==> src/shared/bco_map.svh <==
`ifndef BCO_MAP_SVH
`define BCO_MAP_SVH

// Cycle status codes, bit2..bit0
`define BCO_ST_INTA      3'h0
`define BCO_ST_IORD      3'h1
`define BCO_ST_IOWR      3'h2
`define BCO_ST_HALT      3'h3
`define BCO_ST_FETCH     3'h4
`define BCO_ST_MEMRD     3'h5
`define BCO_ST_MEMWR     3'h6
`define BCO_ST_PASSIVE   3'h7

// Queue status codes, bit1..bit0
`define BCO_QS_NONE      2'h0
`define BCO_QS_FIRST     2'h1
`define BCO_QS_EMPTY     2'h2
`define BCO_QS_NEXT      2'h3

// Bus cycle phase state codes
`define BCO_PH_IDLE      3'h0
`define BCO_PH_T1        3'h1
`define BCO_PH_T2        3'h2
`define BCO_PH_T3        3'h3
`define BCO_PH_T4        3'h4

// Field positions of the 20-bit cycle address
`define BCO_UPPER_HI     19
`define BCO_UPPER_LO     16
`define BCO_MID_HI       15
`define BCO_MID_LO       8

// Pin values outside a cycle and at reset
`define BCO_UPPER_IDLE   4'h0
`define BCO_MID_IDLE     8'h0
`define BCO_ALE_RESET    1'h0

`endif

==> src/shared/bco_pkg.sv <==
`include "bco_map.svh"

package bco_pkg;

    // Kind of bus cycle the core starts
    typedef enum logic [2:0] {
        BCO_INTA    = `BCO_ST_INTA,
        BCO_IORD    = `BCO_ST_IORD,
        BCO_IOWR    = `BCO_ST_IOWR,
        BCO_HALT    = `BCO_ST_HALT,
        BCO_FETCH   = `BCO_ST_FETCH,
        BCO_MEMRD   = `BCO_ST_MEMRD,
        BCO_MEMWR   = `BCO_ST_MEMWR,
        BCO_PASSIVE = `BCO_ST_PASSIVE
    } bco_status_type;

    // Queue operation reported in queue status mode
    typedef enum logic [1:0] {
        BCO_QNONE  = `BCO_QS_NONE,
        BCO_QFIRST = `BCO_QS_FIRST,
        BCO_QEMPTY = `BCO_QS_EMPTY,
        BCO_QNEXT  = `BCO_QS_NEXT
    } bco_queue_type;

    // Bus cycle phases
    typedef enum logic [2:0] {
        BCO_IDLE = `BCO_PH_IDLE,
        BCO_T1   = `BCO_PH_T1,
        BCO_T2   = `BCO_PH_T2,
        BCO_T3   = `BCO_PH_T3,
        BCO_T4   = `BCO_PH_T4
    } bco_state_type;

    // One bus cycle request from the core
    typedef struct packed {
        logic [19:0]    addr;       // Full 20-bit address
        bco_status_type code;       // Cycle status code
        logic           dmaCycle;   // DMA or refresh, not CPU
    } bco_cycle_type;

endpackage

==> src/rtl/bco_pin_reg.sv <==
`timescale 1ns/10ps

// Registered output pin group with its drive enable
module bco_pin_reg #(
    parameter int              W      = 4,
    parameter logic [W-1:0]    RSTVAL = '0
) (
    // Clock and reset
    input  wire logic          clk,
    input  wire logic          srst,
    // Next values from the owner
    input  wire logic [W-1:0]  dataNext,
    input  wire logic          oeNext,
    // Pin side
    output logic      [W-1:0]  pinOut,
    output logic               pinOe
);

    logic [W-1:0] data_reg;   // Pin level
    logic [W-1:0] data_next;
    logic         oe_reg;     // Drive enable
    logic         oe_next;

    // Reset floats the group at its reset level
    always_comb begin
        data_next = dataNext;
        oe_next   = oeNext;
        if (srst) begin
            data_next = RSTVAL;
            oe_next   = 1'b0;
        end
    end

    // Plain registers, so the pins never glitch
    always_ff @(posedge clk) begin
        data_reg <= data_next;
        oe_reg   <= oe_next;
    end

    assign pinOut = data_reg;
    assign pinOe  = oe_reg;

endmodule

==> src/rtl/bco_bus_outputs.sv <==
`timescale 1ns/10ps

module bco_bus_outputs
(
    // Clock and reset
    input  wire logic                 clk,
    input  wire logic                 srst,
    // Cycle request from the core
    input  wire logic                 cycStart,
    input  wire bco_pkg::bco_cycle_type cycInfo,
    output logic                      cycReady,
    // Modes from the core
    input  wire logic                 byteBus,
    input  wire logic                 queueMode,
    input  wire bco_pkg::bco_queue_type queueOp,
    input  wire logic                 busHold,
    input  wire logic                 powerDown,
    // Upper address / origin flag pins
    output logic [3:0]                upperAddrPins,
    output logic                      upperAddrOe,
    // Byte-bus address bits 15..8
    output logic [7:0]                addrBits15_8,
    output logic                      addrBits15_8Oe,
    // Cycle status pins
    output logic [2:0]                cycleStatusCode,
    output logic                      cycleStatusOe,
    // Strobe / queue pins
    output logic                      aleQs0Pin,
    output logic                      queueStatBit1
);
    import bco_pkg::*;

    bco_state_type state_reg;     // Bus cycle phase
    bco_state_type state_next;
    bco_cycle_type cyc_reg;       // Cycle in flight
    bco_cycle_type cyc_next;
    logic          ready_reg;     // Request window
    logic          ready_next;
    logic          ale_reg;       // Strobe or queue bit0
    logic          ale_next;
    logic          qs1_reg;       // Queue bit1
    logic          qs1_next;
    logic          take;          // Request accepted
    logic          stall;         // Hold or powerdown
    logic [3:0]    upperNext;
    logic          upperOeNext;
    logic [7:0]    midNext;
    logic          midOeNext;
    logic [2:0]    statNext;
    logic          statOeNext;

    // Phase sequencing: T1 address, T2..T4 data
    always_comb begin
        stall      = busHold | powerDown;
        take       = cycStart & ready_reg;
        state_next = state_reg;
        cyc_next   = cyc_reg;
        unique case (state_reg)
            BCO_IDLE: if (take) state_next = BCO_T1;
            BCO_T1:   state_next = BCO_T2;
            BCO_T2:   state_next = BCO_T3;
            BCO_T3:   state_next = BCO_T4;
            BCO_T4:   state_next = take ? BCO_T1 : BCO_IDLE;
            default:  state_next = BCO_IDLE;
        endcase
        if (take) begin
            cyc_next = cycInfo;
        end
        // Another master or powerdown ends any cycle
        if (stall | srst) begin
            state_next = BCO_IDLE;
        end
        ready_next = ~stall & ~srst &
            (state_next == BCO_IDLE || state_next == BCO_T4);
    end

    // Pin values follow the phase being entered
    always_comb begin
        upperNext   = `BCO_UPPER_IDLE;
        upperOeNext = 1'b1;
        midNext     = `BCO_MID_IDLE;
        midOeNext   = byteBus;
        statNext    = `BCO_ST_PASSIVE;
        statOeNext  = 1'b1;
        ale_next    = 1'b0;
        qs1_next    = 1'b0;
        unique case (state_next)
            BCO_T1: begin
                // Address bits for the external latch
                upperNext = cyc_next.addr[`BCO_UPPER_HI:`BCO_UPPER_LO];
                statNext  = cyc_next.code;
                ale_next  = 1'b1;
            end
            BCO_T2, BCO_T3, BCO_T4: begin
                // Origin flag on bit 19, low bits zero
                upperNext = {cyc_next.dmaCycle, 3'h0};
                if (state_next == BCO_T2) begin
                    statNext = cyc_next.code;
                end
            end
            default: begin
                upperNext = `BCO_UPPER_IDLE;
            end
        endcase
        if (state_next != BCO_IDLE) begin
            // Byte bus holds bits 15..8 through T4
            midNext = cyc_next.addr[`BCO_MID_HI:`BCO_MID_LO];
        end
        if (queueMode) begin
            // Strobe pin repurposed for queue status
            ale_next = queueOp[0];
            qs1_next = queueOp[1];
        end
        if (busHold) begin
            upperOeNext = 1'b0;
            midOeNext   = 1'b0;
            statOeNext  = 1'b0;
            ale_next    = 1'b0;
        end
        if (powerDown) begin
            // Address pins keep their last level
            upperNext   = upperAddrPins;
            upperOeNext = upperAddrOe;
            midNext     = addrBits15_8;
            midOeNext   = addrBits15_8Oe;
            statNext    = `BCO_ST_PASSIVE;
            statOeNext  = 1'b1;
            ale_next    = 1'b0;
        end
        if (srst) begin
            ale_next = `BCO_ALE_RESET;
        end
    end

    // Phase and strobe registers
    always_ff @(posedge clk) begin
        state_reg <= state_next;
        cyc_reg   <= cyc_next;
        ready_reg <= ready_next;
        ale_reg   <= ale_next;
        qs1_reg   <= qs1_next;
    end

    // Pin groups; reset floats each of them
    bco_pin_reg #(.W(4), .RSTVAL(`BCO_UPPER_IDLE)) upperPin (
        .clk      (clk),
        .srst     (srst),
        .dataNext (upperNext),
        .oeNext   (upperOeNext),
        .pinOut   (upperAddrPins),
        .pinOe    (upperAddrOe)
    );

    bco_pin_reg #(.W(8), .RSTVAL(`BCO_MID_IDLE)) midPin (
        .clk      (clk),
        .srst     (srst),
        .dataNext (midNext),
        .oeNext   (midOeNext),
        .pinOut   (addrBits15_8),
        .pinOe    (addrBits15_8Oe)
    );

    bco_pin_reg #(.W(3), .RSTVAL(`BCO_ST_PASSIVE)) statPin (
        .clk      (clk),
        .srst     (srst),
        .dataNext (statNext),
        .oeNext   (statOeNext),
        .pinOut   (cycleStatusCode),
        .pinOe    (cycleStatusOe)
    );

    assign cycReady      = ready_reg;
    assign aleQs0Pin     = ale_reg;
    assign queueStatBit1 = qs1_reg;
endmodule

==> config.mk <==
export PLATFORM = sky130hd
export DESIGN_NAME = bco_bus_outputs
export DESIGN_NICKNAME = d
export VERILOG_FILES = /design/src/shared/bco_pkg.sv /design/src/rtl/bco_pin_reg.sv /design/src/rtl/bco_bus_outputs.sv
export VERILOG_INCLUDE_DIRS = /design/src /design/src/shared
export SDC_FILE = /design/constraint.sdc
export NUM_CORES = 1
export LEC_CHECK = 0
export ABC_AREA = 1
export ABC_CLOCK_PERIOD_IN_PS = 950
export BUFFER_PORTS_ARGS = -buffer_cell sky130_fd_sc_hd__clkbuf_2
export CORE_UTILIZATION = 42
export DETAILED_ROUTE_END_ITERATION = 6
export PLACE_DENSITY = 0.81
export SETUP_SLACK_MARGIN = 0.3
export SLEW_MARGIN = 20
export SYNTH_ARGS = -nofsm -noshare
export SYNTH_HDL_FRONTEND = slang
export SYNTH_SLANG_ARGS = --single-unit
==> constraint.sdc <==
create_clock -name clk -period 0.95 [get_ports clk]
set_input_delay 0.1425 -clock clk [delete_from_list [all_inputs] [get_ports clk]]
set_output_delay 0.1425 -clock clk [all_outputs]
set_load 0.01 [all_outputs]
==> flow_summary.yaml <==
yosys:
  ys_async_sr_fraction_pct: 0
  yosysWarningCount: 0
  synthDistinctLibCells: 22
  ys_ff_latch: 40
  syn_area_sq_mm: 0.001423
  synth_commonest_cells: "nand2_1 (59), dfxtp_1 (40), nand3_1 (18)"
  syn_inst: 173
  synth_top_area_cell: "dfxtp_1"
  yosysMostFrequentCell: "nand2_1"
  yosysSeqAreaShare_pct: 56.29
  syn_nets: 206
  syn_area_per_cell_sq_um: 8.223
  synth_edf_count: 0
  ys_top_cells_by_area: "dfxtp_1 (56%), nand2_1 (16%), nand3_1 (6.3%)"
  synth_top_area_share_pct: 56.29
  synthFlopType: "dfxtp_1"
clock_tree:
  insertion_delay_ns: 0.36
  cts_htree_levels: 2
  clock_sinks: 40
  root_buffer: "clkbuf_4"
  cts_tree: "done"
  cts_made_buffers: 5
  cts_hold_buf: 2
  clkTransAtPathRegs_ns: 0.13
  clock_path_buffers: 2
run_status:
  status: "complete, but fails checks"
  violations: "setup timing"
die:
  row_count: 20
  dieArea_sq_mm: 0.003624
  dieHeight_um: 60.20
  die_w_um: 60.20
  io_pins: 54
  core-area_sq_mm: 0.003128
  initial_core_util_pct: 45.48
detailed_routing:
  remaining_drc_errors: 0
  first_iter_violations: 59
  avgRoutedWirePerCell_um: 15.05
  postRouteAntennaNets: 0
  routed_via_density: 5.064
  vias: 1509
  wl_um: 4486
  first_pass_iters: 6
critical_path:
  cp_data_required_time_ns: 1.24
  critPathCaptureType: "flip-flop"
  worstSetupStartpointType: "flip-flop"
  critPathMaxFanout: 8
  worstSetupPathType: "flip-flop to flip-flop"
  cp.arrival_ns: 1.54
finish:
  n_fill_cell: 187
  syn_to_final_growth_pct: 72.21
  finalNetCount: 286
  largest_reg_flops: 16
  post_route_cells_drive_above_1_share_pct: 66.14
  stdcell_count: 298
  diodes: 0
power_and_ir_drop:
  p_leak_nw: 1.097
  peakVddDrop_mv: 0.9540
  p_per_area_mw_per_mm2: 1505
timing:
  report.final.setup_viol: 40
  rsz0062_at_grt: "yes"
  period_needed_ns: 1.254
  finalHoldViolations: 0
  drv_slew: 0
  fmax_mhz: 797.3
  postLayoutSetupSlackWorst_ns: -0.3043
  finalCritPeriodShare_pct: 132.0
  whs_ns: 0.0004481
  max_slew.worst_pin.slew_ns: 0.2893
  max_slew_margin_pct: 80.69
  setup_tns_ns: -5.223
  finalClockSkew_ns: 0.009155
place:
  place_inst: 273
  pre_cts_slack_ns: -0.1799
  numPortBuffers: 45
  place_congestion: 0.8327
  detailed_place_hpwl_um: 2186
grt:
  grt_max_degree: 15
  grt_overflow: 0
  antenna_found_initial: 0
  track_usage_pct: 22.89
  grt_pass1_vias: 1323
  grt_pass1_wl_um: 5796
min_path:
  hold_class: "input port to flip-flop"
flow_run:
  cap_violations: 0
## kinds of logic (layout without fill, tap and decap cells)
group                  count (synthesis)  in the layout  share of synthesized area, %
AND/OR/NAND/NOR                       89             89                         28.58
AO/OA/AOI/OAI                         23             23                         8.883
buffers and inverters                 21            102                         6.244
flip-flops                            40             40                         56.29
## per-stage QoR
step	power (W)	utilization [%]	area (sq um)
3_3_place_gp	0.002246	57.92	1812
3_5_place_dp	0.002264	57.92	1812
5_1_grt	0.003854	78.32	2450
6_report	0.003687	78.32	2450
2_1_floorplan	0.002112	-	1440
4_1_cts	0.003514	66.60	2083
## metal layers
| metal | vias up | GRT usage (%) | part of all wire, % |
|---|---|---|---|
| met5 | - | 0 | 0 |
| met4 | 0 | 14.29 | 3.9 |
| met3 | 22 | 9.524 | 5.8 |
| met2 | 72 | 36.42 | 51 |
| met1 | 701 | 25.00 | 39 |
| li1 | 714 | - | - |
## layout make-up
cell class	instances	area, sq um	share of cell area [%]
inverters	15	56.30	2.298
repair buffers	79	658.1	26.86
clock inverters	2	38.79	1.583
well taps	44	55.05	2.247
multi-input cells	112	757.0	30.90
clock buffers	6	51.30	2.094
flip-flops and latches	40	833.3	34.01
## timing repair
action / CTS / global route
pin swaps: 12 / 15
setup endpoints to repair: 57 / 57
endpoints found under the hold margin: 5 / 7
resized for setup: 42 / 90
buffers inserted: 4 / 11
## worst max-delay path: stages, from the launching register on
cell	delay [ns]
dfxtp_4	0.39
nand2_4	0.07
nand2_4	0.07
buf_4	0.11
buf_6	0.09
nand3_4	0.10
nand2_8	0.13
nand2_2	0.07
a21oi_2	0.15
## final timing paths
kind	startpoint	to	slack, ns	cells after the start
hold reg to reg	cyc_reg[16]	cyc_reg[16]	0.46	2
setup / recovery	cycReady	midPin.pinOut[3]	-0.30	8
hold / removal	byteBus	midPin.pinOe	0.0004	2
setup reg to reg	cycReady	midPin.pinOut[3]	-0.30	8
## cells in the final DEF, fill, tap and decap left out
master         count
inv_2              4
nand2_4            6
buf_4             22
o21ai_0            2
nor2_1             1
nor3_2             1
clkbuf_4           5
dlygate4sd3_1      2
buf_12             1
nand2_2           24
nor2_4             3
a21oi_1            7
buf_2              2
nand3_2            5
clkinv_4           1
nand4_4            1
nand3_1           13
o21ai_4            1
dfxtp_2           20
clkbuf_2          24
buf_6             26
a32o_1             1
dfxtp_4            2
nor2_2             2
buf_8              2
nand2_1           30
nand2_8            1
clkbuf_8           1
bufinv_16          1
o21a_1             1
a21oi_2            9
nand3_4            2
dfxtp_1           18
o21ai_2            2
inv_1             11
## report_power, final
group | internal (W) | switching [W] | total, W
logic | 0.000248 | 0.000306 | 0.000554
clock network | 0.000631 | 0.000605 | 0.00124
registers | 0.00183 | 0.0000679 | 0.00190
Power figures use the tool's default switching activity.
